File: config.mk
export PLATFORM = sky130hd
export DESIGN_NAME = panel_supply_startup_sequencer
export DESIGN_NICKNAME = d
export VERILOG_FILES = /design/src/hw/seq_pkg.sv /design/src/hw/shape_selector.sv /design/src/hw/panel_supply_startup_sequencer.sv
export SDC_FILE = /design/constraint.sdc
export NUM_CORES = 1
export LEC_CHECK = 0
export BUFFER_PORTS_ARGS = -buffer_cell sky130_fd_sc_hd__buf_4
export CAP_MARGIN = 20
export CORE_MARGIN = 4
export CORE_UTILIZATION = 60
export CTS_CLUSTER_DIAMETER = 40
export CTS_CLUSTER_SIZE = 12
export DETAILED_ROUTE_END_ITERATION = 16
export HOLD_SLACK_MARGIN = 0.03
export PLACE_DENSITY = 0.78
export SLEW_MARGIN = 20
export SYNTH_ARGS = -nofsm -noshare
export SYNTH_HDL_FRONTEND = slang
export SYNTH_SLANG_ARGS = --single-unit
File: constraint.sdc
create_clock -name CLOCK -period 2.6 [get_ports CLOCK]
set_clock_uncertainty 0.15 [all_clocks]
set_input_delay 0.26 -clock CLOCK [delete_from_list [all_inputs] [get_ports CLOCK]]
set_output_delay 0.26 -clock CLOCK [all_outputs]
set_load 0.01 [all_outputs]
File: src/hw/seq_pkg.sv
// Shared constants for the panel supply start-up sequencer
package seq_pkg;
  // Ramp peaks in a full start-up
  localparam int PEAKS_TOTAL = 6;
  // Peak counts at which each phase begins (count of completed peaks)
  localparam int PEAK_REF_ON = 1;
  localparam int PEAK_STEPUP_START = 2;
  localparam int PEAK_STEPUP_CHECK = 3;
  localparam int PEAK_NEG_ON = 3;
  localparam int PEAK_POS_START = 5;
  localparam int PEAK_GATE_CHECK = 6;
  // Nominal timing with 100nF on the timing capacitor
  localparam int SOFT_START_US = 7000;
  localparam int FAULT_TIMEOUT_US = 23000;
  localparam int CLOCK_MHZ = 250;
  localparam int SOFT_START_CYCLES = SOFT_START_US * CLOCK_MHZ;
  localparam int FAULT_TIMEOUT_CYCLES = FAULT_TIMEOUT_US * CLOCK_MHZ;
  // Shaping output switch selection
  typedef enum logic [1:0] {
    SHAPE_GROUND,
    SHAPE_LOW,
    SHAPE_HIGH
  } shape_sel_t;
endpackage

File: src/hw/shape_selector.sv
// Three-way selector for the gate-shaping output
`timescale 1ns/100ps
module shape_selector (
  input wire logic clk,
  input wire logic rst_n,
  input wire logic ce,
  input wire logic seq_done,
  input wire logic latched_off,
  input wire logic slice_select_input,
  output seq_pkg::shape_sel_t sel,
  output logic to_ground,
  output logic to_low_level_input,
  output logic to_high_level_supply_input
);
  always_ff @(posedge clk or negedge rst_n) begin
    if (!rst_n) begin
      sel <= seq_pkg::SHAPE_GROUND;
    end else if (ce) begin
      // grounded until ready
      if (!seq_done || latched_off) begin
        sel <= seq_pkg::SHAPE_GROUND;
      // select gated by completion
      end else if (slice_select_input) begin
        // high side
        sel <= seq_pkg::SHAPE_HIGH;
      end else begin
        // low side
        sel <= seq_pkg::SHAPE_LOW;
      end
    end
  end

  // exactly one switch closed
  always_comb begin
    to_ground = 1'b0;
    to_low_level_input = 1'b0;
    to_high_level_supply_input = 1'b0;
    case (sel)
      seq_pkg::SHAPE_LOW: to_low_level_input = 1'b1;
      seq_pkg::SHAPE_HIGH: to_high_level_supply_input = 1'b1;
      default: to_ground = 1'b1;
    endcase
  end
endmodule

File: src/hw/panel_supply_startup_sequencer.sv
// Start-up sequencer and fault latch for a panel supply device
`timescale 1ns/100ps
// What this block does
// Six ramp peaks on the timing node make a full start-up.
// Any fault latches off until activate toggles or supply cycles.
// Timing capacitor charges only once input supply exceeds 2.4V.
// First slow ramp checks for faults; proceed only if none.
// After a clean first peak, discharge the timing capacitor.
// Reference switches on at the first ramp peak.
// Step-up converter stays disabled during early ramps.
// Step-up soft-starts at third ramp start, checked at its end.
// Soft-start lasts about 7ms with nominal capacitor.
// Negative gate rail switches on at the fourth ramp start.
// Positive gate rail on at sixth ramp; both gates checked after.
// Fault time-out about 23ms at nominal capacitor, scales with it. The code counts a fixed FAULT_TIMEOUT_CYCLES of clock cycles instead.
// Shaping output connects to exactly one of three sources.
// Select input ignored until start-up completes.
// Select low connects shaping output to low-level input.
// Select high connects shaping output to high-level supply.
// Over-temperature latches off until supply or activate cycles.
// Shaping output grounded before completion and while latched off.
// Latch-off disables all rails and clears the peak count.
module panel_supply_startup_sequencer #(
  parameter int PEAKS = seq_pkg::PEAKS_TOTAL,
  parameter int SOFT_START_CYCLES = seq_pkg::SOFT_START_CYCLES,
  parameter int FAULT_TIMEOUT_CYCLES = seq_pkg::FAULT_TIMEOUT_CYCLES
) (
  input wire logic CLOCK,
  input wire logic RST_N,
  input wire logic CE,
  input wire logic CHIP_ACTIVATE,
  input wire logic SUPPLY_ABOVE_2V4,
  input wire logic TIMING_RAMP_PEAK,
  input wire logic INPUT_FAULT,
  input wire logic STEP_UP_RAIL_FAULT,
  input wire logic NEGATIVE_GATE_RAIL_FAULT,
  input wire logic POSITIVE_GATE_RAIL_FAULT,
  input wire logic OVER_TEMPERATURE,
  input wire logic SLICE_SELECT_INPUT,
  output logic TIMING_CHARGE_EN,
  output logic TIMING_DISCHARGE,
  output logic REFERENCE_EN,
  output logic STEP_UP_EN,
  output logic STEP_UP_SOFT_START,
  output logic NEGATIVE_GATE_RAIL_EN,
  output logic POSITIVE_GATE_RAIL_EN,
  output logic SEQUENCE_DONE,
  output logic LATCHED_OFF,
  output logic [2:0] PEAK_COUNT,
  output logic SHAPE_TO_GROUND,
  output logic SHAPE_TO_LOW_LEVEL_INPUT,
  output logic SHAPE_TO_HIGH_LEVEL_SUPPLY_INPUT
);
  // Count width and phase thresholds are sized for six peaks
  if (PEAKS != seq_pkg::PEAKS_TOTAL) begin : g_check_peaks
    $error("PEAKS must equal six");
  end
  if (SOFT_START_CYCLES < 1) begin : g_check_soft
    $error("SOFT_START_CYCLES must be at least one");
  end
  if (FAULT_TIMEOUT_CYCLES < 1) begin : g_check_timeout
    $error("FAULT_TIMEOUT_CYCLES must be at least one");
  end

  typedef enum logic [1:0] {IDLE, RAMPING, DONE, OFF} seq_state_t;
  seq_state_t state;
  logic activate_d;
  logic peak_d;
  logic peak_rise;
  logic fault_now;
  logic [31:0] soft_cnt;
  logic [31:0] fault_cnt;
  logic fault_pending;
  logic run_ok;
  logic activate_fall;
  logic ramp_ok;
  logic done_ok;
  logic first_ramp;
  logic stepup_check;
  logic gate_check;
  logic gate_fault;
  logic rail_fault_any;
  logic stepup_watch;
  logic timeout_hit;

  // Count has reached a phase threshold
  function automatic logic reached(input logic [2:0] count,
      input int threshold);
    reached = (count >= 3'(threshold));
  endfunction

  // Peak that ends the ramp numbered by the argument
  function automatic logic closing_ramp(input logic [2:0] count,
      input int peak);
    closing_ramp = (count == 3'(peak - 1));
  endfunction

  assign peak_rise = TIMING_RAMP_PEAK && !peak_d;
  // Activate and supply both good; either dropping ends the run
  assign run_ok = CHIP_ACTIVATE && SUPPLY_ABOVE_2V4;
  // High-then-low activate; a low level alone does not release
  assign activate_fall = !CHIP_ACTIVATE && activate_d;
  assign ramp_ok = (state == RAMPING) && run_ok && !fault_now;
  assign done_ok = (state == DONE) && run_ok && !fault_now;
  assign first_ramp = (state == RAMPING) && (PEAK_COUNT == 3'h0);
  assign stepup_check = (state == RAMPING) && peak_rise
    && closing_ramp(PEAK_COUNT, seq_pkg::PEAK_STEPUP_CHECK);
  assign gate_check = (state == RAMPING) && peak_rise
    && closing_ramp(PEAK_COUNT, seq_pkg::PEAK_GATE_CHECK);
  assign gate_fault = NEGATIVE_GATE_RAIL_FAULT || POSITIVE_GATE_RAIL_FAULT;
  assign rail_fault_any = STEP_UP_RAIL_FAULT || gate_fault;
  // Step-up watched once its own check has passed
  assign stepup_watch = (state == RAMPING || state == DONE)
    && reached(PEAK_COUNT, seq_pkg::PEAK_STEPUP_CHECK)
    && STEP_UP_RAIL_FAULT;
  assign timeout_hit = fault_pending
    && (fault_cnt >= 32'(FAULT_TIMEOUT_CYCLES - 1));

  // Faults checked per phase; thermal trip counts at any time
  always_comb begin
    fault_now = OVER_TEMPERATURE;
    // first ramp check
    if (first_ramp && INPUT_FAULT)
      fault_now = 1'b1;
    // step-up checked at end of third ramp
    if (stepup_check && STEP_UP_RAIL_FAULT)
      fault_now = 1'b1;
    // gate rails checked at end of sixth ramp
    if (gate_check && gate_fault)
      fault_now = 1'b1;
    // Once up, any rail fault trips at once
    if (state == DONE && rail_fault_any)
      fault_now = 1'b1;
    // persistent step-up rail fault times out
    if (timeout_hit)
      fault_now = 1'b1;
  end

  always_ff @(posedge CLOCK or negedge RST_N) begin
    if (!RST_N) begin
      activate_d <= 1'b0;
      peak_d <= 1'b0;
    end else if (CE) begin
      activate_d <= CHIP_ACTIVATE;
      peak_d <= TIMING_RAMP_PEAK;
    end
  end

  // Sequence state
  always_ff @(posedge CLOCK or negedge RST_N) begin
    if (!RST_N) begin
      state <= IDLE;
    end else if (CE) begin
      case (state)
        IDLE: begin
          // charging waits for supply
          if (run_ok)
            state <= RAMPING;
        end
        RAMPING: begin
          // latch off on any fault
          if (fault_now)
            state <= OFF;
          else if (!run_ok)
            state <= IDLE;
          // last counted peak completes start-up
          else if (peak_rise && closing_ramp(PEAK_COUNT, PEAKS))
            state <= DONE;
        end
        DONE: begin
          if (fault_now)
            state <= OFF;
          else if (!run_ok)
            state <= IDLE;
        end
        OFF: begin
          // release on activate toggle or supply drop
          if (activate_fall || !SUPPLY_ABOVE_2V4)
            state <= IDLE;
        end
        default: begin
          state <= IDLE;
        end
      endcase
    end
  end

  // count peaks, clear on exit
  always_ff @(posedge CLOCK or negedge RST_N) begin
    if (!RST_N) begin
      PEAK_COUNT <= 3'h0;
    end else if (CE) begin
      if (ramp_ok) begin
        if (peak_rise)
          PEAK_COUNT <= PEAK_COUNT + 3'h1;
      end else if (!done_ok) begin
        PEAK_COUNT <= 3'h0;
      end
    end
  end

  // Fault time-out counter while a step-up rail fault persists
  always_ff @(posedge CLOCK or negedge RST_N) begin
    if (!RST_N) begin
      fault_cnt <= 32'd0;
      fault_pending <= 1'b0;
    end else if (CE) begin
      if (stepup_watch) begin
        fault_pending <= 1'b1;
        fault_cnt <= fault_cnt + 32'd1;
      end else begin
        fault_pending <= 1'b0;
        fault_cnt <= 32'd0;
      end
    end
  end

  // soft-start timer
  always_ff @(posedge CLOCK or negedge RST_N) begin
    if (!RST_N) begin
      soft_cnt <= 32'd0;
    end else if (CE) begin
      if (!STEP_UP_EN)
        soft_cnt <= 32'd0;
      else if (soft_cnt < 32'(SOFT_START_CYCLES))
        soft_cnt <= soft_cnt + 32'd1;
    end
  end

  // Timing node: charge while ramping, one discharge pulse per peak
  always_ff @(posedge CLOCK or negedge RST_N) begin
    if (!RST_N) begin
      TIMING_CHARGE_EN <= 1'b0;
      TIMING_DISCHARGE <= 1'b0;
    end else if (CE) begin
      if (ramp_ok) begin
        TIMING_CHARGE_EN <= 1'b1;
        // discharge after each clean peak
        TIMING_DISCHARGE <= peak_rise;
      end else begin
        TIMING_CHARGE_EN <= 1'b0;
        TIMING_DISCHARGE <= 1'b0;
      end
    end
  end

  // Rails hold through DONE; any other exit drops them on the same edge
  always_ff @(posedge CLOCK or negedge RST_N) begin
    if (!RST_N) begin
      REFERENCE_EN <= 1'b0;
    end else if (CE) begin
      if (ramp_ok) begin
        // reference at first peak
        if (peak_rise || reached(PEAK_COUNT, seq_pkg::PEAK_REF_ON))
          REFERENCE_EN <= 1'b1;
      end else if (!done_ok) begin
        // everything off together
        REFERENCE_EN <= 1'b0;
      end
    end
  end

  // Step-up converter enable
  always_ff @(posedge CLOCK or negedge RST_N) begin
    if (!RST_N) begin
      STEP_UP_EN <= 1'b0;
    end else if (CE) begin
      if (ramp_ok) begin
        // step-up waits for third ramp
        STEP_UP_EN <= reached(PEAK_COUNT, seq_pkg::PEAK_STEPUP_START);
      end else if (!done_ok) begin
        STEP_UP_EN <= 1'b0;
      end
    end
  end

  // Gate rail enables
  always_ff @(posedge CLOCK or negedge RST_N) begin
    if (!RST_N) begin
      NEGATIVE_GATE_RAIL_EN <= 1'b0;
      POSITIVE_GATE_RAIL_EN <= 1'b0;
    end else if (CE) begin
      if (ramp_ok) begin
        // negative gate at fourth ramp
        NEGATIVE_GATE_RAIL_EN <= reached(PEAK_COUNT, seq_pkg::PEAK_NEG_ON);
        // positive gate at sixth ramp
        POSITIVE_GATE_RAIL_EN <= reached(PEAK_COUNT, seq_pkg::PEAK_POS_START);
      end else if (!done_ok) begin
        NEGATIVE_GATE_RAIL_EN <= 1'b0;
        POSITIVE_GATE_RAIL_EN <= 1'b0;
      end
    end
  end

  assign STEP_UP_SOFT_START = STEP_UP_EN
    && (soft_cnt < 32'(SOFT_START_CYCLES));
  assign SEQUENCE_DONE = (state == DONE);
  assign LATCHED_OFF = (state == OFF);

  shape_selector u_shape (
    .clk(CLOCK),
    .rst_n(RST_N),
    .ce(CE),
    .seq_done(SEQUENCE_DONE),
    .latched_off(LATCHED_OFF),
    .slice_select_input(SLICE_SELECT_INPUT),
    .sel(),
    .to_ground(SHAPE_TO_GROUND),
    .to_low_level_input(SHAPE_TO_LOW_LEVEL_INPUT),
    .to_high_level_supply_input(SHAPE_TO_HIGH_LEVEL_SUPPLY_INPUT)
  );
endmodule

==> results.md, run 1 <==
* CTS root buffer: clkbuf_8
* Count of cell types in the netlist at 60
* Final hold vios at 0
* Ys async rst share at 100%
* Post-DP Area at 4760 sq um
* Hold Path Sink: soft_cnt[14]$_DFFE_PN0P_
* First-pass GRT wire length at 17800 microns
* Pleak at 2.21 nW
* RSZ-0062 raised after global routing: no
* TritonRoute pass-1 iters at 4
* Area Growth Syn to Fin at 13.7%
* Drt initial violations at approximately 230
* Share of layout cells above drive strength 1 at 13.7%
* Setup Crit Path Kind: reg -> reg
* Synth Area in Compound Gates at 23.0%
* Vias/cell at 6.26
* Worst hold-check path type: in -> reg
* Ports at 27
* Finish-stage setup viols at 0
* Final core utilization at 70.0%
* Post-Place Setup Slack at 0.0360 ns
* Post-synth EDFFs at 0
* Max Root-Sink Buffers at 2
* Largest family of logic cells by synthesized area: compound AO/OA/AOI/OAI gates
* Max Freq at 0.409 GHz
* Drt drc at 0
* Sw frac at a little over a quarter
* Total Nets Final at around 550
* Area of the core at roughly 7200 sq um
* PortBufs at 26
* Sink Count at 80
* Min-Delay Startpoint: CE
* CTS tree: yes
* Hold path depth at 3
* Post-route clock period utilization at 94.1%
* Hold slack at ~0.18 ns
* Maximum fanout along the worst path at 6
* Post-synthesis sequential area ratio at 45.1%
* Flop pwr share at 47.5%
* WP data required at 2.74 ns
* Fin cells at 631
* Syn nets at 521
* Pwr dens at 538 nW/um^2
* Post-synthesis cell count at just under 500
* Switching power at about 730 uW
* Pin count of the biggest net entering global routing at 42
* Internal Pwr Total at around 2.0 mW
* All-layer global routing usage at approximately a quarter
* Post-CTS Repair Setup Buffers at 0
* Synth Register Bits at 80
* Die outline width at 94.1 microns
* RR Endpoint: STEP_UP_EN$_DFFE_PN0P_
* Most frequent cells in the layout: dfrtp_1 (78), nand2_1 (50), o21ai_0 (47), buf_4 (39), nor2_1 (30)
* Worst setup EP type: flip-flop
* Comb power frac at 13.9%
* Placed Instances at between 600 and 700
* Setup WS post-layout at ~0.15 ns
* Routed len/inst at 16.3 microns
* Most common cell after layout, fill and taps aside: dfrtp_1
* H-tree depth at 3
* Slew HR at 55.9%
* Die H at 94.1 microns
* Synth Area in Adders at 4.22%
* Worst reg2reg setup slack at 0.15 ns
* Worst setup SP type: flip-flop
* TritonCTS Buffers at 9
* Fin. max-slew vios at 0
* Grt total ovfl at 0
* Clock power frac at 38.7%
* Vias at 3948
* Xor/xnor share of the synthesized area at 1.18%
* Max-cap violation count at 0
* Number of antenna violations at the first check in global routing at 0
* Synth Cell Area at about 4400 sq um
* Pwr Total at 2.72 mW
* Skew-Pair Late Insertion Delay at approximately 0.35 ns
* Peak VDD IR at 0.357 mV
* Clock Pin Slew Worst Setup and Hold Paths at approximately 0.08 ns
* Setup TNS at 0 ns
* Ant. Diodes at 0
* Outcome: complete, no violations
* Syn avg cell area at 8.99 sq um
* Syn. warnings at 0
* Min cycle time layout at around 2.4 ns
* Reg-to-reg startpoint: fault_cnt[0]$_DFFE_PN0P_
* Row count at 31
* Worst reg-to-reg path cell count at 8
* Initial Util at 61.6%
* Worst slew pin tran at 0.657 ns
* DP HPWL at 6980 microns
* Final instance area at 5050 sq um
* Die Area at 8850 sq um
* Crit path DAT at 2.59 ns
* RePlAce Congestion at 0.873
* Synth Flop Type: dfrtp_1
* Routed Antenna Nets at 0
* Simple-Gate Fraction of Synth Area at 21.8%
* Mux cell area share after synthesis at 0.957%
* Vias in the first global route at 3829
* Detailed Route WL at 10300 microns
-- flip-flops by register name, indices dropped and copies added, names as in the netlist, 2 cells and up --
register / flops
fault_cnt: 32
state: 2
PEAK_COUNT: 3
soft_cnt: 32
u_shape.sel: 2
-- power groups by stage --
stage | combinational (mW) | clock [mW] | sequential [mW]
finish | 0.377 | 1.05 | 1.29
detailed placement | 0.364 | 0 | 1.31
floorplan | 0.232 | 0 | 1.31
global placement | 0.351 | 0 | 1.31
global route | 0.419 | 1.11 | 1.29
CTS | 0.370 | 1.06 | 1.29
-- critical path: stages, from the launching register on --
cell and delay, ns:
dfrtp_1 0.41, ha_1 0.23, and3_1 0.24, o2111ai_2 0.17, a31oi_1 0.13, or4b_4 0.53
buf_4 0.19, o21ai_4 0.18, a32o_1 0.16
-- layout make-up --
type	count	area [sq um]
clock buffer	10	138
inverter	19	71.3
sequential	80	2000
tap	99	124
multi-input combinational	374	2290
timing repair buffer	43	333
clock inverter	6	91.3
fill	573	2160
-- kinds of logic (layout without fill, tap and decap cells) --
family                   count (synthesis)  count (layout)
AO/OA/AOI/OAI                          163             163
XOR/XNOR                                 6               6
adder cells (fa/ha/maj)                 15              15
buffers and inverters                   40              78
flip-flops                              80              80
multiplexers                             4               4
AND/OR/NAND/NOR                        186             186
-- how the worst max path moves through the flow --
stage | from | endpoint | slack [ns] | cells after the start
floorplan | PEAK_COUNT[0]$_DFFE_PN0P_ | state[0]$_DFFE_PN0P_ | 0.26 | 8
global placement | fault_cnt[0]$_DFFE_PN0P_ | STEP_UP_EN$_DFFE_PN0P_ | 0.08 | 8
detailed placement | fault_cnt[0]$_DFFE_PN0P_ | POSITIVE_GATE_RAIL_EN$_DFFE_PN0P_ | 0.04 | 8
CTS | fault_cnt[0]$_DFFE_PN0P_ | POSITIVE_GATE_RAIL_EN$_DFFE_PN0P_ | 0.009 | 8
global route | fault_cnt[0]$_DFFE_PN0P_ | POSITIVE_GATE_RAIL_EN$_DFFE_PN0P_ | 0.01 | 8
finish | fault_cnt[0]$_DFFE_PN0P_ | STEP_UP_EN$_DFFE_PN0P_ | 0.15 | 8
-- repair_timing --
item	in CTS	in global routing
gates resized for setup	0	6
setup endpoints to repair	0	15
hold buffers	4	0
endpoints found under the hold margin	41	0
-- routing by layer --
| layer | share of wire [%] | GRT usage (%) | vias up | wire length [microns] |
|---|---|---|---|---|
| met2 | 50 | 42.5 | 77 | 5140 |
| met3 | 2.9 | 3.45 | 22 | 296 |
| li1 | - | - | 1903 | - |
| met4 | 2.1 | 9.99 | 0 | 218 |
| met1 | 45 | 32.6 | 1946 | 4610 |
| met5 | 0 | 0 | - | 0 |
-- synth_stat cells, types with 3 or more instances --
| cell type | n | area share [%] |
|---|---|---|
| o31ai_1 | 5 | 0.84 |
| dfrtp_1 | 80 | 45 |
| a22o_1 | 5 | 0.99 |
| a211oi_1 | 3 | 0.51 |
| and3_1 | 10 | 1.4 |
| o21ai_0 | 47 | 5.3 |
| a21o_1 | 5 | 0.84 |
| xnor2_1 | 6 | 1.2 |
| o21a_1 | 3 | 0.51 |
| nand4_1 | 16 | 2.3 |
| and2_1 | 10 | 1.4 |
| a21oi_1 | 27 | 3.0 |
| nor2_1 | 30 | 2.5 |
| ha_1 | 15 | 4.2 |
| o41ai_1 | 3 | 0.59 |
| a41oi_1 | 5 | 0.99 |
| nor4_1 | 5 | 0.70 |
| nand3_1 | 24 | 2.7 |
| a32o_1 | 3 | 0.68 |
| nor3_1 | 12 | 1.4 |
| clkbuf_1 | 17 | 1.4 |
| and4_1 | 7 | 1.4 |
| or3_1 | 3 | 0.42 |
| a31oi_1 | 21 | 3.0 |
| inv_1 | 19 | 1.6 |
| o21ai_1 | 18 | 2.0 |
| nand2_1 | 50 | 4.2 |
| nand3b_1 | 3 | 0.51 |
Power figures use the tool's default switching activity.
==> inputs of run 2 (changes only) <==
--- a/config.mk
+++ b/config.mk
@@ -9,6 +9,7 @@
 export CAP_MARGIN = 20
 export CORE_MARGIN = 4
 export CORE_UTILIZATION = 60
+export CTS_BUF_LIST = sky130_fd_sc_hd__clkbuf_4
 export CTS_CLUSTER_DIAMETER = 40
 export CTS_CLUSTER_SIZE = 12
 export DETAILED_ROUTE_END_ITERATION = 16
@@ -17,4 +18,5 @@
 export SLEW_MARGIN = 20
 export SYNTH_ARGS = -nofsm -noshare
 export SYNTH_HDL_FRONTEND = slang
+export SYNTH_HIERARCHICAL = 1
 export SYNTH_SLANG_ARGS = --single-unit
==> results.md, run 2 <==
* Worst setup SP type: flip-flop
* Detailed Route WL at 10800 microns (+5.7%)
* Vias at 4159 (+5.3%)
* Mux cell area share after synthesis at 1.83% (+0.87 points)
* Pin count of the biggest net entering global routing at 53 (+26%)
* Slew HR at 55.3% (-0.62 points)
* Vias/cell at 6.44 (+2.9%)
* Worst hold-check path type: in -> async
* Row count at 31 (unchanged)
* Ant. Diodes at 0 (unchanged)
* Syn. warnings at 6 (+6)
* Max Root-Sink Buffers at 2 (unchanged)
* Post-synthesis sequential area ratio at 44.4% (-0.65 points)
* Die outline width at 94.7 microns (+0.67%)
* Reg area at 2000 sq um (about the same)
* Final hold vios at 0 (unchanged)
* Simple-Gate Fraction of Synth Area at 23.9% (+2.1 points)
* Synth Area in Compound Gates at 22.6% (-0.39 points)
* Max-cap violation count at 0 (unchanged)
* Post-synthesis cell count at 497 (+0.61%)
* RePlAce Congestion at 0.917 (+5.0%)
* Area of the core at 7290 sq um (+1.1%)
* Count of cell types in the netlist at 53 (-12%)
* All-layer global routing usage at 26.0% (+0.86 points)
* H-tree depth at 3 (unchanged)
* Synth top area cells: dfrtp_1 (44%), o21ai_0 (6.3%), nand2_1 (4.6%)
* DP HPWL at 7130 microns (+2.2%)
* Area Growth Syn to Fin at 16.5%
* Pleak at 2.30 nW (+4.0%)
* Syn avg cell area at 9.07 sq um (+0.85%)
* Most frequent cells in the layout: dfrtp_1 (79), o21ai_0 (57), nand2_1 (55), buf_4 (50), nand3_1 (26)
* Post-synth EDFFs at 0 (unchanged)
* Number of fill cells at 584 (+1.9%)
* Dominant cell by count in the synthesized netlist: dfrtp_1
* Peak VDD IR at 0.359 mV (+0.51%)
* Maximum fanout along the worst path at 9 (+3)
* CTS tree: yes
* Most common cell after layout, fill and taps aside: dfrtp_1
* Setup WS post-layout at 0.0682 ns (-0.0864 ns)
* Clock Pin Slew Worst Setup and Hold Paths at 0.15 ns (+0.07 ns)
* Post-route clock period utilization at 97.4% (+3.3 points)
* CTS root buffer: clkbuf_4
* TritonCTS Buffers at 9 (unchanged)
* Vias in the first global route at 3858 (+0.76%)
* Skew-Pair Late Insertion Delay at 0.44 ns (+0.09 ns)
* Synth cell count leaders: dfrtp_1 (80), o21ai_0 (57), nand2_1 (55)
* Synth top area share at 44.4% (-0.65 points)
* Fin. max-slew vios at 0 (unchanged)
* Setup Crit Path Kind: reg -> out
* Outcome: complete, no violations
* Number of antenna violations at the first check in global routing at 0 (unchanged)
* Synth Cell Area at 4510 sq um (+1.5%)
* Fin cells at 646 (+2.4%)
* Routed Antenna Nets at 0 (unchanged)
* Placed Instances at 614 (+0.49%)
* Ports at 27 (unchanged)
* Min cycle time layout at 2.53 ns (+0.0864 ns)
* Synth Flop Type: dfrtp_1
* Total Nets Final at 568 (+2.5%)
* Worst slew pin tran at 0.671 ns (+0.0137 ns)
* Post-synth top area cell: dfrtp_1
* Routed len/inst at 16.8 microns (+3.2%)
* Initial Util at 61.8% (+0.24 points)
* Sink Count at 80 (unchanged)
* Ys async rst share at 100% (unchanged)
* Xor/xnor share of the synthesized area at 0% (-1.2 points)
* Synth Register Bits at 80 (unchanged)
* Worst reg2reg setup slack at 0.15 ns (about the same)
* Multi-input logic area at 2400 sq um (+5.0%)
* PortBufs at 26 (unchanged)
* Worst setup EP type: primary output
* Largest family of logic cells by synthesized area: simple AND/OR/NAND/NOR gates
* First-pass GRT wire length at 18500 microns (+3.8%)
* TritonRoute pass-1 iters at 5 (+1)
* Pwr Total at 2.64 mW (-3.0%)
* Grt total ovfl at 0 (unchanged)
* Finish-stage setup viols at 0 (unchanged)
* Die Area at 8960 sq um (+1.3%)
* Share of layout cells above drive strength 1 at 17.4% (+3.6 points)
* Synth Area in Adders at 3.89% (-0.34 points)
* Crit path DAT at 2.12 ns (-0.47 ns)
* Post-Place Setup Slack at 0.0731 ns (+0.0371 ns)
* Drt initial violations at 382 (+65%)
* Drt drc at 0 (unchanged)
* Die H at 94.7 microns (+0.67%)
* Pwr dens at 502 nW/um^2 (-6.7%)
* WP data required at 2.19 ns (-0.55 ns)
* Largest registers: fault_cnt (32), soft_cnt (32), PEAK_COUNT (3)
* Max Freq at 0.395 GHz (-3.4%)
* Syn nets at 523 (+0.38%)
-- run 2: report_power, final --
group	leakage, nW	internal, mW	switching, mW
Combinational	1.10	0.174	0.212
Clock	0.0942	0.488	0.452
Sequential	1.11	1.28	0.0335
Total	2.30	1.94	0.698
-- run 2: final cells by class --
| type | instances | area share [%] |
|---|---|---|
| Multi-Input combinational cell | 377 | 45.8 |
| Sequential cell | 80 | 38.1 |
| Timing Repair Buffer | 58 | 9.05 |
| Tap cell | 99 | 2.36 |
| Clock inverter | 7 | 2.26 |
| Clock buffer | 9 | 1.29 |
| Inverter | 16 | 1.14 |
-- run 2: critical path: stages, from the launching register on --
cell	delay, ns
dfrtp_1	0.45
and3_4	0.18
a2111oi_4	0.39
o211a_4	0.23
nor2_4	0.06
buf_4	0.16
nor2_2	0.09
buf_4	0.13
-- run 2: cell families (layout without fill, tap and decap cells) --
logic type,after synthesis,in the layout
buffers and inverters,40,90
AO/OA/AOI/OAI,152,152
adder cells (fa/ha/maj),14,14
multiplexers,8,8
AND/OR/NAND/NOR,203,203
flip-flops,80,80
-- run 2: path summary, 6_finish.rpt --
path,from,endpoint,cells after the start
worst max-delay path,soft_cnt[8]$_DFFE_PN0P_,STEP_UP_SOFT_START,7
worst min-delay path,RST_N,soft_cnt[28]$_DFFE_PN0P_,2
worst max register to register,soft_cnt[8]$_DFFE_PN0P_,soft_cnt[8]$_DFFE_PN0P_,7
worst min register to register,soft_cnt[28]$_DFFE_PN0P_,soft_cnt[28]$_DFFE_PN0P_,1
max in group asynchronous,RST_N,fault_cnt[1]$_DFFE_PN0P_,3
min in group CLOCK,SUPPLY_ABOVE_2V4,state[1]$_DFFE_PN0P_,4
-- run 2: what timing repair did --
| item | 4_1_cts | 5_1_grt |
|---|---|---|
| setup endpoints to repair | 1 | 12 |
| buffers inserted | 5 | 5 |
| hold endpoints to repair | 57 | 0 |
| pin swaps | 1 | 2 |
| hold buffers | 6 | 0 |
| resized for setup | 3 | 9 |
-- run 2: layer usage --
layer / global-route usage (%) / wire length, microns / vias up
li1: - / - / 1957
met1: 38.1 / 5140 / 2045
met2: 39.5 / 4940 / 138
met3: 3.51 / 559 / 19
met4: 9.50 / 192 / 0
met5: 0 / 0 / -
-- run 2: through the flow --
step | hold WS [ns] | TNS [ns] | util (%) | cell area, sq um
detailed placement | 0.196 | 0 | 66.9 | 4880
CTS | 0.228 | 0 | 71.0 | 5170
floorplan | -0.186 | 0 | - | 4510
global placement | 0.184 | 0 | 66.9 | 4880
global route | 0.244 | -0.0128 | 72.0 | 5250
finish | 0.244 | 0 | 72.0 | 5250
